<file path="config.mk">
export PLATFORM = sky130hd
export DESIGN_NAME = itv_core
export DESIGN_NICKNAME = d
export VERILOG_FILES = /design/src/include/itv_pkg.sv /design/src/hdl/itv_core.sv
export SDC_FILE = /design/constraint.sdc
export NUM_CORES = 1
export LEC_CHECK = 0
export BUFFER_PORTS_ARGS = -buffer_cell sky130_fd_sc_hd__buf_4
export CAP_MARGIN = 20
export CORE_ASPECT_RATIO = 1.25
export CORE_MARGIN = 2
export CORE_UTILIZATION = 65
export CTS_CLUSTER_SIZE = 14
export DETAILED_ROUTE_END_ITERATION = 10
export HOLD_SLACK_MARGIN = 0.06
export PLACE_DENSITY = 0.95
export SKIP_CTS_REPAIR_TIMING = 1
export SLEW_MARGIN = 20
export SYNTH_ARGS = -nofsm -noshare
export SYNTH_HDL_FRONTEND = slang
export SYNTH_SLANG_ARGS = --single-unit
</file>
<file path="constraint.sdc">
create_clock -name i_core_clk -period 96.5 [get_ports i_core_clk]
set_input_delay 9.65 -clock i_core_clk [delete_from_list [all_inputs] [get_ports i_core_clk]]
set_output_delay 9.65 -clock i_core_clk [all_outputs]
set_load 0.02 [all_outputs]
</file>
<file path="src/include/itv_pkg.sv">
// package: constants, types and register map of the interrupt and trap vectoring block
// Notes on behaviour
// - each node has request, enable and fixed vector; nodes span 0x60..0x11C.
// - hardware trap reacts at once, cannot be masked, branches to its vector.
// - each hardware trap kind sets its own bit in the trap flag register.
// - pending trap interrupts program unless equal or higher priority trap service is active.
// - during trap service, standard interrupts and event transfers do not preempt.
// - class A traps: nonmaskable 0x08, stack over 0x10, stack under 0x18.
// - five class B traps share vector 0x28, each with own flag.
// - hardware, software and watchdog reset restart at 0x0000, no flag set.
// - software trap takes number 00..7F, vector number times four, keeps priority.
// - software may raise a node by writing its request flag to one.
// - each source has one of sixteen levels; only higher level preempts.
// - stack accesses compare pointer with both limits and raise stack traps.
package itv_pkg;
   localparam int ITV_NODES = 30;
   localparam logic [7:0] ITV_PADDR_W = 8'h08;
   // register byte offsets
   localparam logic [7:0] ITV_REG_REQ = 8'h00;     // node request flags, write one sets
   localparam logic [7:0] ITV_REG_REQCLR = 8'h04;  // write one clears request flags
   localparam logic [7:0] ITV_REG_ENA = 8'h08;     // node enable flags
   localparam logic [7:0] ITV_REG_TFR = 8'h0C;     // trap flag register, write one clears
   localparam logic [7:0] ITV_REG_LIMHI = 8'h10;   // stack upper limit
   localparam logic [7:0] ITV_REG_LIMLO = 8'h14;   // stack lower limit
   localparam logic [7:0] ITV_REG_VEC = 8'h18;     // current vector, number and level
   localparam logic [7:0] ITV_REG_IRQST = 8'h1C;   // sticky event status, read only
   localparam logic [7:0] ITV_REG_IRQCLR = 8'h20;  // write one clears event status
   localparam logic [7:0] ITV_REG_IRQEN = 8'h24;   // event interrupt enable
   localparam logic [7:0] ITV_REG_PRIO0 = 8'h40;   // level of node n at 0x40 + 4n
   localparam logic [15:0] ITV_LIMHI_RST = 16'h0000;
   localparam logic [15:0] ITV_LIMLO_RST = 16'hFFFF;
   // trap numbers
   localparam logic [6:0] ITV_TN_RESET = 7'h00;
   localparam logic [6:0] ITV_TN_NMI = 7'h02;
   localparam logic [6:0] ITV_TN_STACK_UPPER_LIMIT = 7'h04;
   localparam logic [6:0] ITV_TN_STACK_LOWER_LIMIT = 7'h06;
   localparam logic [6:0] ITV_TN_CLASSB = 7'h0A;
   // trap flag bit positions
   localparam int ITV_TF_NMI = 15;
   localparam int ITV_TF_OVER = 14;
   localparam int ITV_TF_UNDER = 13;
   localparam int ITV_TF_BUS = 7;
   localparam int ITV_TF_INSTR = 3;
   localparam int ITV_TF_OPER = 2;
   localparam int ITV_TF_PROT = 1;
   localparam int ITV_TF_OPC = 0;
   // trap number of each node, in node order
   localparam logic [6:0] ITV_NODE_TN [ITV_NODES] = '{
      7'h18, 7'h19, 7'h1A, 7'h1B, 7'h1C, 7'h1D, 7'h1E, 7'h1F, 7'h22, 7'h23,
      7'h24, 7'h25, 7'h26, 7'h27, 7'h28, 7'h29, 7'h2A, 7'h47, 7'h2B, 7'h2C,
      7'h2D, 7'h2E, 7'h2F, 7'h40, 7'h41, 7'h42, 7'h43, 7'h44, 7'h45, 7'h46};
   typedef enum logic [1:0] {
      ITV_RUN = 2'b00,
      ITV_INT = 2'b01,
      ITV_TRAP = 2'b10
   } itv_mode_e;
   typedef struct packed {
      logic nmi;
      logic opcode;
      logic prot;
      logic oper;
      logic instr;
      logic bus;
   } itv_trap_s;
   typedef struct packed {
      logic valid;
      logic [6:0] num;
      logic [3:0] level;
      logic [8:0] addr;
   } itv_vec_s;
endpackage

</file>
<file path="src/hdl/itv_core.sv">
// interrupt node and hardware trap vectoring logic with apb registers
module itv_core (
   input wire logic i_core_clk,                   // cpu clock
   input wire logic i_rst_n,                      // async reset, active low
   input wire logic [31:0] i_paddr,               // apb address
   input wire logic i_psel,                       // apb select
   input wire logic i_penable,                    // apb enable
   input wire logic i_pwrite,                     // apb direction
   input wire logic [31:0] i_pwdata,              // apb write data
   output logic [31:0] o_prdata,                  // apb read data
   output logic o_pready,                         // apb ready
   output logic o_pslverr,                        // apb error
   input wire logic [itv_pkg::ITV_NODES-1:0] i_node_evt, // peripheral request pulses
   input wire logic i_nmi_evt,                    // nonmaskable event pulse
   input wire itv_pkg::itv_trap_s i_trap_evt,     // class b events (nmi field unused)
   input wire logic i_sw_reset,                   // software or watchdog restart pulse
   input wire logic i_stk_acc,                    // stack access strobe
   input wire logic [15:0] i_stk_ptr,             // stack pointer at access
   input wire logic i_swtrap,                     // software trap instruction pulse
   input wire logic [6:0] i_swtrap_num,           // software trap number
   input wire logic [3:0] i_cpu_level,            // current cpu priority
   input wire logic i_svc_done,                   // return from service pulse
   output itv_pkg::itv_vec_s o_vec,               // vector request to the core
   output logic o_trap_active,                    // hardware trap service running
   output logic o_irq                             // event interrupt line
);
   import itv_pkg::*;
   localparam int N = ITV_NODES;

   logic [N-1:0] req_r, ena_r;
   logic [15:0] tfr_r, limhi_r, limlo_r;
   logic [3:0] lvl_r [N];
   logic [3:0] irqst_r, irqen_r;
   itv_mode_e mode_r;
   logic [1:0] trap_cls_r; // 2 = class a, 1 = class b
   itv_vec_s vec_r;
   logic [31:0] prdata_r;
   logic ready_r, err_r;
   logic trap_act_r; // registered copy of trap service mode

   // apb decode
   wire acc = i_psel && !i_penable;
   wire wr = acc && i_pwrite;
   wire [7:0] a = i_paddr[7:0];
   wire hi_ok = (i_paddr[31:8] == 24'h000000);
   wire prio_hit = hi_ok && (a >= ITV_REG_PRIO0) && (a < ITV_REG_PRIO0 + 8'(4 * N)) && (a[1:0] == 2'b00);
   wire [4:0] prio_idx = 5'((a - ITV_REG_PRIO0) >> 2);
   wire std_hit = hi_ok && (a <= ITV_REG_IRQEN) && (a[1:0] == 2'b00);
   wire hit = std_hit || prio_hit;
   wire w_req = wr && hi_ok && a == ITV_REG_REQ;
   wire w_reqclr = wr && hi_ok && a == ITV_REG_REQCLR;
   wire w_ena = wr && hi_ok && a == ITV_REG_ENA;
   wire w_tfr = wr && hi_ok && a == ITV_REG_TFR;
   wire w_limhi = wr && hi_ok && a == ITV_REG_LIMHI;
   wire w_limlo = wr && hi_ok && a == ITV_REG_LIMLO;
   wire w_irqclr = wr && hi_ok && a == ITV_REG_IRQCLR;
   wire w_irqen = wr && hi_ok && a == ITV_REG_IRQEN;

   // stack limit checks
   wire stk_over = i_stk_acc && (i_stk_ptr < limhi_r);
   wire stk_under = i_stk_acc && (i_stk_ptr > limlo_r);

   // new trap flag bits, each kind its own bit
   logic [15:0] tf_set;
   always_comb begin
      tf_set = 16'h0000;
      tf_set[ITV_TF_NMI] = i_nmi_evt;
      tf_set[ITV_TF_OVER] = stk_over;
      tf_set[ITV_TF_UNDER] = stk_under;
      tf_set[ITV_TF_BUS] = i_trap_evt.bus;
      tf_set[ITV_TF_INSTR] = i_trap_evt.instr;
      tf_set[ITV_TF_OPER] = i_trap_evt.oper;
      tf_set[ITV_TF_PROT] = i_trap_evt.prot;
      tf_set[ITV_TF_OPC] = i_trap_evt.opcode;
   end
   wire [15:0] tfr_nxt = tf_set | (tfr_r & ~(w_tfr ? i_pwdata[15:0] : 16'h0000));

   // pending trap choice, class a before class b
   wire cls_a = tfr_r[ITV_TF_NMI] | tfr_r[ITV_TF_OVER] | tfr_r[ITV_TF_UNDER];
   wire cls_b = |{tfr_r[ITV_TF_BUS], tfr_r[ITV_TF_INSTR], tfr_r[ITV_TF_OPER], tfr_r[ITV_TF_PROT], tfr_r[ITV_TF_OPC]};
   wire [6:0] trap_tn = tfr_r[ITV_TF_NMI] ? ITV_TN_NMI : tfr_r[ITV_TF_OVER] ? ITV_TN_STACK_UPPER_LIMIT :
                        tfr_r[ITV_TF_UNDER] ? ITV_TN_STACK_LOWER_LIMIT : ITV_TN_CLASSB;
   wire [1:0] trap_rank = cls_a ? 2'd2 : cls_b ? 2'd1 : 2'd0;
   // trap taken unless equal or higher trap service running, no masking
   wire trap_go = (trap_rank != 2'd0) && (mode_r != ITV_TRAP || trap_rank > trap_cls_r) && !vec_r.valid;

   // highest level enabled request, lowest node wins a tie
   logic [4:0] best_idx;
   logic [3:0] best_lvl;
   logic best_vld;
   always_comb begin
      best_idx = 5'd0;
      best_lvl = 4'h0;
      best_vld = 1'b0;
      for (int k = 0; k < N; k++) begin
         if (req_r[k] && ena_r[k] && (!best_vld || lvl_r[k] > best_lvl)) begin
            best_idx = 5'(k);
            best_lvl = lvl_r[k];
            best_vld = 1'b1;
         end
      end
   end
   // node taken only above current level and never during trap service
   wire int_go = best_vld && (best_lvl > i_cpu_level) && (mode_r != ITV_TRAP) && !trap_go && !vec_r.valid;
   wire sw_go = i_swtrap && !trap_go && !vec_r.valid;

   // request flags: hardware and software set, set wins over clear
   wire [N-1:0] req_ack = int_go ? (N'(1) << best_idx) : '0;
   wire [N-1:0] req_set = i_node_evt | (w_req ? i_pwdata[N-1:0] : '0);
   wire [N-1:0] req_nxt = req_set | (req_r & ~req_ack & ~(w_reqclr ? i_pwdata[N-1:0] : '0));

   wire [3:0] evt = {i_sw_reset, trap_go, int_go, sw_go};
   wire [3:0] irqst_nxt = evt | (irqst_r & ~(w_irqclr ? i_pwdata[3:0] : 4'h0));

   // vector choice; vector is trap number times four
   itv_vec_s vec_nxt;
   always_comb begin
      vec_nxt = vec_r;
      vec_nxt.valid = 1'b0;
      if (i_sw_reset) begin
         vec_nxt = '{valid: 1'b1, num: ITV_TN_RESET, level: 4'hF, addr: {ITV_TN_RESET, 2'b00}};
      end else if (trap_go) begin
         vec_nxt = '{valid: 1'b1, num: trap_tn, level: 4'hF, addr: {trap_tn, 2'b00}};
      end else if (int_go) begin
         vec_nxt = '{valid: 1'b1, num: ITV_NODE_TN[best_idx], level: best_lvl,
                     addr: {ITV_NODE_TN[best_idx], 2'b00}};
      end else if (sw_go) begin
         vec_nxt = '{valid: 1'b1, num: i_swtrap_num, level: i_cpu_level, addr: {i_swtrap_num, 2'b00}};
      end
   end

   // read mux
   logic [31:0] rd;
   always_comb begin
      rd = 32'h00000000;
      if (prio_hit) rd = {28'h0000000, lvl_r[prio_idx]};
      else if (a == ITV_REG_REQ) rd = 32'(req_r);
      else if (a == ITV_REG_ENA) rd = 32'(ena_r);
      else if (a == ITV_REG_TFR) rd = {16'h0000, tfr_r};
      else if (a == ITV_REG_LIMHI) rd = {16'h0000, limhi_r};
      else if (a == ITV_REG_LIMLO) rd = {16'h0000, limlo_r};
      else if (a == ITV_REG_VEC) rd = {10'h000, mode_r, vec_r.level, vec_r.num, vec_r.addr[8:0]};
      else if (a == ITV_REG_IRQST) rd = {28'h0000000, irqst_r};
      else if (a == ITV_REG_IRQEN) rd = {28'h0000000, irqen_r};
   end

   // service mode tracking
   itv_mode_e mode_nxt;
   always_comb begin
      mode_nxt = mode_r;
      if (i_sw_reset) mode_nxt = ITV_RUN;
      else if (trap_go) mode_nxt = ITV_TRAP;
      else if (int_go) mode_nxt = ITV_INT;
      else if (i_svc_done) mode_nxt = ITV_RUN;
   end

   // state and registers
   always_ff @(posedge i_core_clk or negedge i_rst_n) begin
      if (!i_rst_n) begin
         req_r <= '0;
         ena_r <= '0;
         tfr_r <= 16'h0000;
         limhi_r <= ITV_LIMHI_RST;
         limlo_r <= ITV_LIMLO_RST;
         irqst_r <= 4'h0;
         irqen_r <= 4'h0;
         mode_r <= ITV_RUN;
         trap_act_r <= 1'b0;
         trap_cls_r <= 2'd0;
         vec_r <= '{valid: 1'b1, num: ITV_TN_RESET, level: 4'hF, addr: 9'h000};
      end else begin
         req_r <= req_nxt;
         tfr_r <= tfr_nxt;
         irqst_r <= irqst_nxt;
         mode_r <= mode_nxt;
         trap_act_r <= (mode_nxt == ITV_TRAP);   // output straight from a flop
         vec_r <= vec_nxt;
         if (trap_go) trap_cls_r <= trap_rank;
         else if (mode_nxt != ITV_TRAP) trap_cls_r <= 2'd0;
         if (w_ena) ena_r <= i_pwdata[N-1:0];
         if (w_limhi) limhi_r <= i_pwdata[15:0];
         if (w_limlo) limlo_r <= i_pwdata[15:0];
         if (w_irqen) irqen_r <= i_pwdata[3:0];
      end
   end

   // node priority levels
   always_ff @(posedge i_core_clk or negedge i_rst_n) begin
      if (!i_rst_n) begin
         for (int k = 0; k < N; k++) lvl_r[k] <= 4'h0;
      end else if (wr && prio_hit) begin
         lvl_r[prio_idx] <= i_pwdata[3:0];
      end
   end

   // apb answer one cycle after setup
   always_ff @(posedge i_core_clk or negedge i_rst_n) begin
      if (!i_rst_n) begin
         prdata_r <= 32'h00000000;
         ready_r <= 1'b0;
         err_r <= 1'b0;
         o_irq <= 1'b0;
      end else begin
         ready_r <= acc;
         err_r <= acc && !hit;
         if (acc && !i_pwrite) prdata_r <= hit ? rd : 32'h00000000;
         o_irq <= |(irqst_nxt & irqen_r);
      end
   end

   assign o_prdata = prdata_r;
   assign o_pready = ready_r;
   assign o_pslverr = err_r;
   assign o_vec = vec_r;
   assign o_trap_active = trap_act_r;

   // trap vector issued one cycle after a trap is taken, unless a reset pulse wins
   a_trap_vector_go: assert property (@(posedge i_core_clk) disable iff (!i_rst_n)
      trap_go && !i_sw_reset |=> o_vec.valid && o_vec.addr == {$past(trap_tn), 2'b00})
      else $error("trap vector not issued");
   a_nmi_flag_set: assert property (@(posedge i_core_clk) disable iff (!i_rst_n)
      i_nmi_evt |=> tfr_r[ITV_TF_NMI])
      else $error("nmi flag missing");
   a_trap_no_preempt: assert property (@(posedge i_core_clk) disable iff (!i_rst_n)
      o_trap_active |-> !int_go)
      else $error("interrupt during trap service");
   a_class_b_vec: assert property (@(posedge i_core_clk) disable iff (!i_rst_n)
      trap_go && !cls_a && !i_sw_reset |=> o_vec.num == ITV_TN_CLASSB)
      else $error("class b vector wrong");
   a_reset_vec_zero: assert property (@(posedge i_core_clk) disable iff (!i_rst_n)
      i_sw_reset |=> o_vec.valid && o_vec.addr == 9'h000 && $stable(tfr_r & ~16'($past(tf_set))))
      else $error("reset vector wrong");
   a_swtrap_addr: assert property (@(posedge i_core_clk) disable iff (!i_rst_n)
      sw_go && !i_sw_reset |=> o_vec.addr == {$past(i_swtrap_num), 2'b00} && o_vec.level == $past(i_cpu_level))
      else $error("software trap vector wrong");
   a_int_level_above: assert property (@(posedge i_core_clk) disable iff (!i_rst_n)
      int_go |-> best_lvl > i_cpu_level ##1 o_vec.level > $past(i_cpu_level))
      else $error("low level interrupt accepted");
   a_stack_over_flag: assert property (@(posedge i_core_clk) disable iff (!i_rst_n)
      i_stk_acc && i_stk_ptr < limhi_r |=> tfr_r[ITV_TF_OVER])
      else $error("stack overflow not flagged");
   a_sw_request_set: assert property (@(posedge i_core_clk) disable iff (!i_rst_n)
      w_req && i_pwdata[0] |=> req_r[0] || $past(int_go && best_idx == 5'd0))
      else $error("software request lost");
endmodule

</file>
==> flow_summary.json <==
{
  "ios": 194,
  "slew_headroom_pct": 25.2,
  "antenna_found_initial": 0,
  "cp-start-kind": "register",
  "hold_violations": 0,
  "synth_top_area_share_pct": 31.4,
  "cts-root-buf": "clkbuf_16",
  "area_growth_pct": 12.7,
  "whs_ns": 0.480,
  "die-area_um2": 34000,
  "antenna_left": 0,
  "syn_inst": 2357,
  "synth-edff-count": 0,
  "cp_common_cell": "a21oi_1",
  "syn-cell-area_um2": 21200,
  "max_freq_ghz": 0.0186,
  "cellLeakagePower_nw": 11.0,
  "cts.path.max_buffers": 3,
  "yosysSeqAreaShare_pct": 34.0,
  "cp.arrival_ns": 54.12,
  "via_per_inst": 7.19,
  "cts_max_level": 1,
  "rrSetupSlack_ns": 42.82,
  "critPathMaxStageDelay_ns": 0.88,
  "hpwl_um": 52900,
  "worst_pin_slew_ns": 1.12,
  "grt_pass1_vias": 20900,
  "fin_cells": 2927,
  "clk_pin_slew_ns": 0.07,
  "fin_crit_ns": 53.68,
  "fill_cells": 2165,
  "drt_iter0_drc": 2605,
  "grt_pass1_wl_um": 112000,
  "diodes": 0,
  "rsz0062_at_grt": "false",
  "maxSlewViolCount": 0,
  "synthFlopType": "dfrtp_1",
  "routed_wl_um": 72600,
  "fin_ws_ns": 42.82,
  "place_ws_ns": 44.46,
  "rows": 73,
  "ir_worst_vdd_uv": 16.2,
  "route.vias.total": 21000,
  "path_max_fanout": 16,
  "start_util_pct": 66.2,
  "track_usage_pct": 42.7,
  "path_delay_family": "compound AO/OA/AOI/OAI gates",
  "async_flop_share_pct": 100,
  "drv_cap": 0,
  "worst-setup-path-type": "register to register",
  "cp.buffers_inverters": 21,
  "first_pass_iters": 7,
  "worstSetupEndpointType": "register",
  "io_buffers": 186,
  "chipWidth_um": 165,
  "ys_top_cells_by_area": "dfrtp_1, mux2_2, ha_1",
  "cts_made_buffers": 29,
  "grt_start_max_net_pins": 172,
  "setup_violations": 0,
  "cpMaxStageDelayCell": "o41ai_1",
  "power_density_nw_per_um2": 11.6,
  "ys_seq_elements": 286,
  "fin_crit_sh_pct": 55.6,
  "nets": 2765,
  "cp.required_ns": 96.95,
  "synth_area_per_cell_um2": 8.97,
  "finalSetupTns_ns": 0,
  "cts_tree": "built",
  "min_path_type": "register to register",
  "drcViolationCount": 0,
  "die_h_um": 206,
  "dp.cells": 2872,
  "clkLatencyLatePin_ns": 0.59,
  "gp_congestion": 1.04,
  "core_um2": 32000,
  "drive_gt1_share_pct": 21.1,
  "yosysTopAreaCell": "dfrtp_1",
  "routedWlPerCell_um": 24.8,
  "cts.sinks": 286,
  "outcome": "finished, final reports clean",
  "overflow": 0,
  "fin_worst_skew_ns": 0.0291,
  "ys_types": 109,
  "yosys_warnings": 0
}
-- per-layer routing --
metal  up-vias  GRT usage (%)  wire length (um)
li1       8989              -                 -
met1     10000           52.2             25100
met2      1629           68.2             33100
met3       405           9.82              8880
met4         0           26.8              5470
met5         -              0                 0
-- worst paths after layout --
| check | cells past startpoint | start | endpoint |
|---|---|---|---|
| max | 242 | ena_r[0]$_DFFE_PN0P_ | req_r[24]$_DFF_PN0_ |
| min | 1 | o_prdata[8]$_DFFE_PN0P_ | o_prdata[8]$_DFFE_PN0P_ |
| max reg2reg | 242 | ena_r[0]$_DFFE_PN0P_ | req_r[24]$_DFF_PN0_ |
| min reg2reg | 1 | o_prdata[8]$_DFFE_PN0P_ | o_prdata[8]$_DFFE_PN0P_ |
| max in group asynchronous | 2 | i_rst_n | lvl_r[38]$_DFFE_PN0P_ |
| min in group asynchronous | 1 | i_rst_n | limhi_r[8]$_DFFE_PN0P_ |
-- kinds of logic (layout without fill, tap and decap cells) --
kind of cell    after synthesis  in the layout  synth area share, %
compound gates              713            713                 23.2
flops                       286            286                 34.0
mux                         223            223                 13.2
fa+ha+maj                   139            139                 8.19
buf+inv                     263            418                 5.03
simple gates                731            731                 16.4
xor+xnor                      1              1               0.0414
other cells                   1              4               0.0177
-- cells in the mapped netlist, types with 7 or more instances --
cell type,number
a31o_2,7
a222oi_1,19
or3_1,8
o211a_1,8
or2_2,7
a22o_1,11
a22oi_1,18
a21o_1,36
dfstp_2,21
o221ai_1,9
nor2b_1,27
nor3b_1,7
nand2b_1,29
buf_1,7
nor3_1,48
clkbuf_1,78
a211oi_1,18
nor2_1,128
nor4_1,12
a311oi_1,7
a21oi_1,174
o31ai_1,10
and2_1,33
mux2i_1,36
and3_1,11
mux4_2,29
dfrtp_1,265
o21a_1,23
a211o_1,21
buf_4,15
nand4_1,19
a31oi_1,27
nand3_1,67
nand2_1,301
inv_1,156
mux2_2,158
o21ai_0,158
a21boi_0,18
o22ai_1,14
ha_1,136
o211ai_1,37
-- report_power, final --
group / internal [mW] / leakage (nW) / switching [mW]
Clock: 0.0704 / 0.498 / 0.0511
Combinational: 0.0116 / 6.97 / 0.0189
Sequential: 0.122 / 3.52 / 0.00349
Total: 0.204 / 11.0 / 0.0735
-- worst register-to-register path: cells and delay by family (launching register included) --
kind            cells  cell delay (ns)
mux                14             4.25
simple gates       50             8.90
buf+inv            21             2.08
compound gates    124            27.57
fa+ha+maj          33            10.09
flops               1             0.62
-- placed cells by master, fill, tap and decap left out, types with 19 or more instances in the layout --
cell type,count
nand2_1,301
dfrtp_1,265
buf_4,204
a21oi_1,174
o21ai_0,158
mux2_2,158
inv_1,156
ha_1,136
nor2_1,126
nand3_1,67
nor3_1,42
o211ai_1,37
mux2i_1,36
a21o_1,36
and2_1,33
nand2b_1,29
mux4_2,29
clkbuf_16,29
nor2b_1,27
a31oi_1,27
o21a_1,23
a211o_1,21
dfstp_2,21
a222oi_1,19
nand4_1,19
-- sequential cells by signal, indices dropped and copies added (netlist names) --
name and cells:
tfr_r 16, o_prdata 30, irqst_r 4, lvl_r 120, limhi_r 16, req_r 30
o_pready 1, mode_r 2, o_pslverr 1, ena_r 30, o_trap_active 1, o_vec 12
irqen_r 4, o_irq 1, trap_cls_r 2, limlo_r 16
-- cell type report --
type,count,area (um^2),area share [%]
inverter,157,589,2.47
tap,412,515,2.16
timing repair buffer,207,1570,6.60
multi-input combinational,1811,13000,54.4
sequential,286,7180,30.1
clock inverter,9,131,0.551
clock buffer,45,876,3.68
-- stage by stage --
| stage | power, mW | instance area, um^2 | utilization [%] |
|---|---|---|---|
| 2_1_floorplan | 0.140 | 21200 | - |
| 3_3_place_gp | 0.155 | 22800 | 71.4 |
| 3_5_place_dp | 0.156 | 22800 | 71.4 |
| 4_1_cts | 0.276 | 23800 | 74.5 |
| 5_1_grt | 0.283 | 23800 | 74.5 |
| 6_report | 0.277 | 23800 | 74.5 |
No activity file was read; power rests on OpenSTA's default activity.
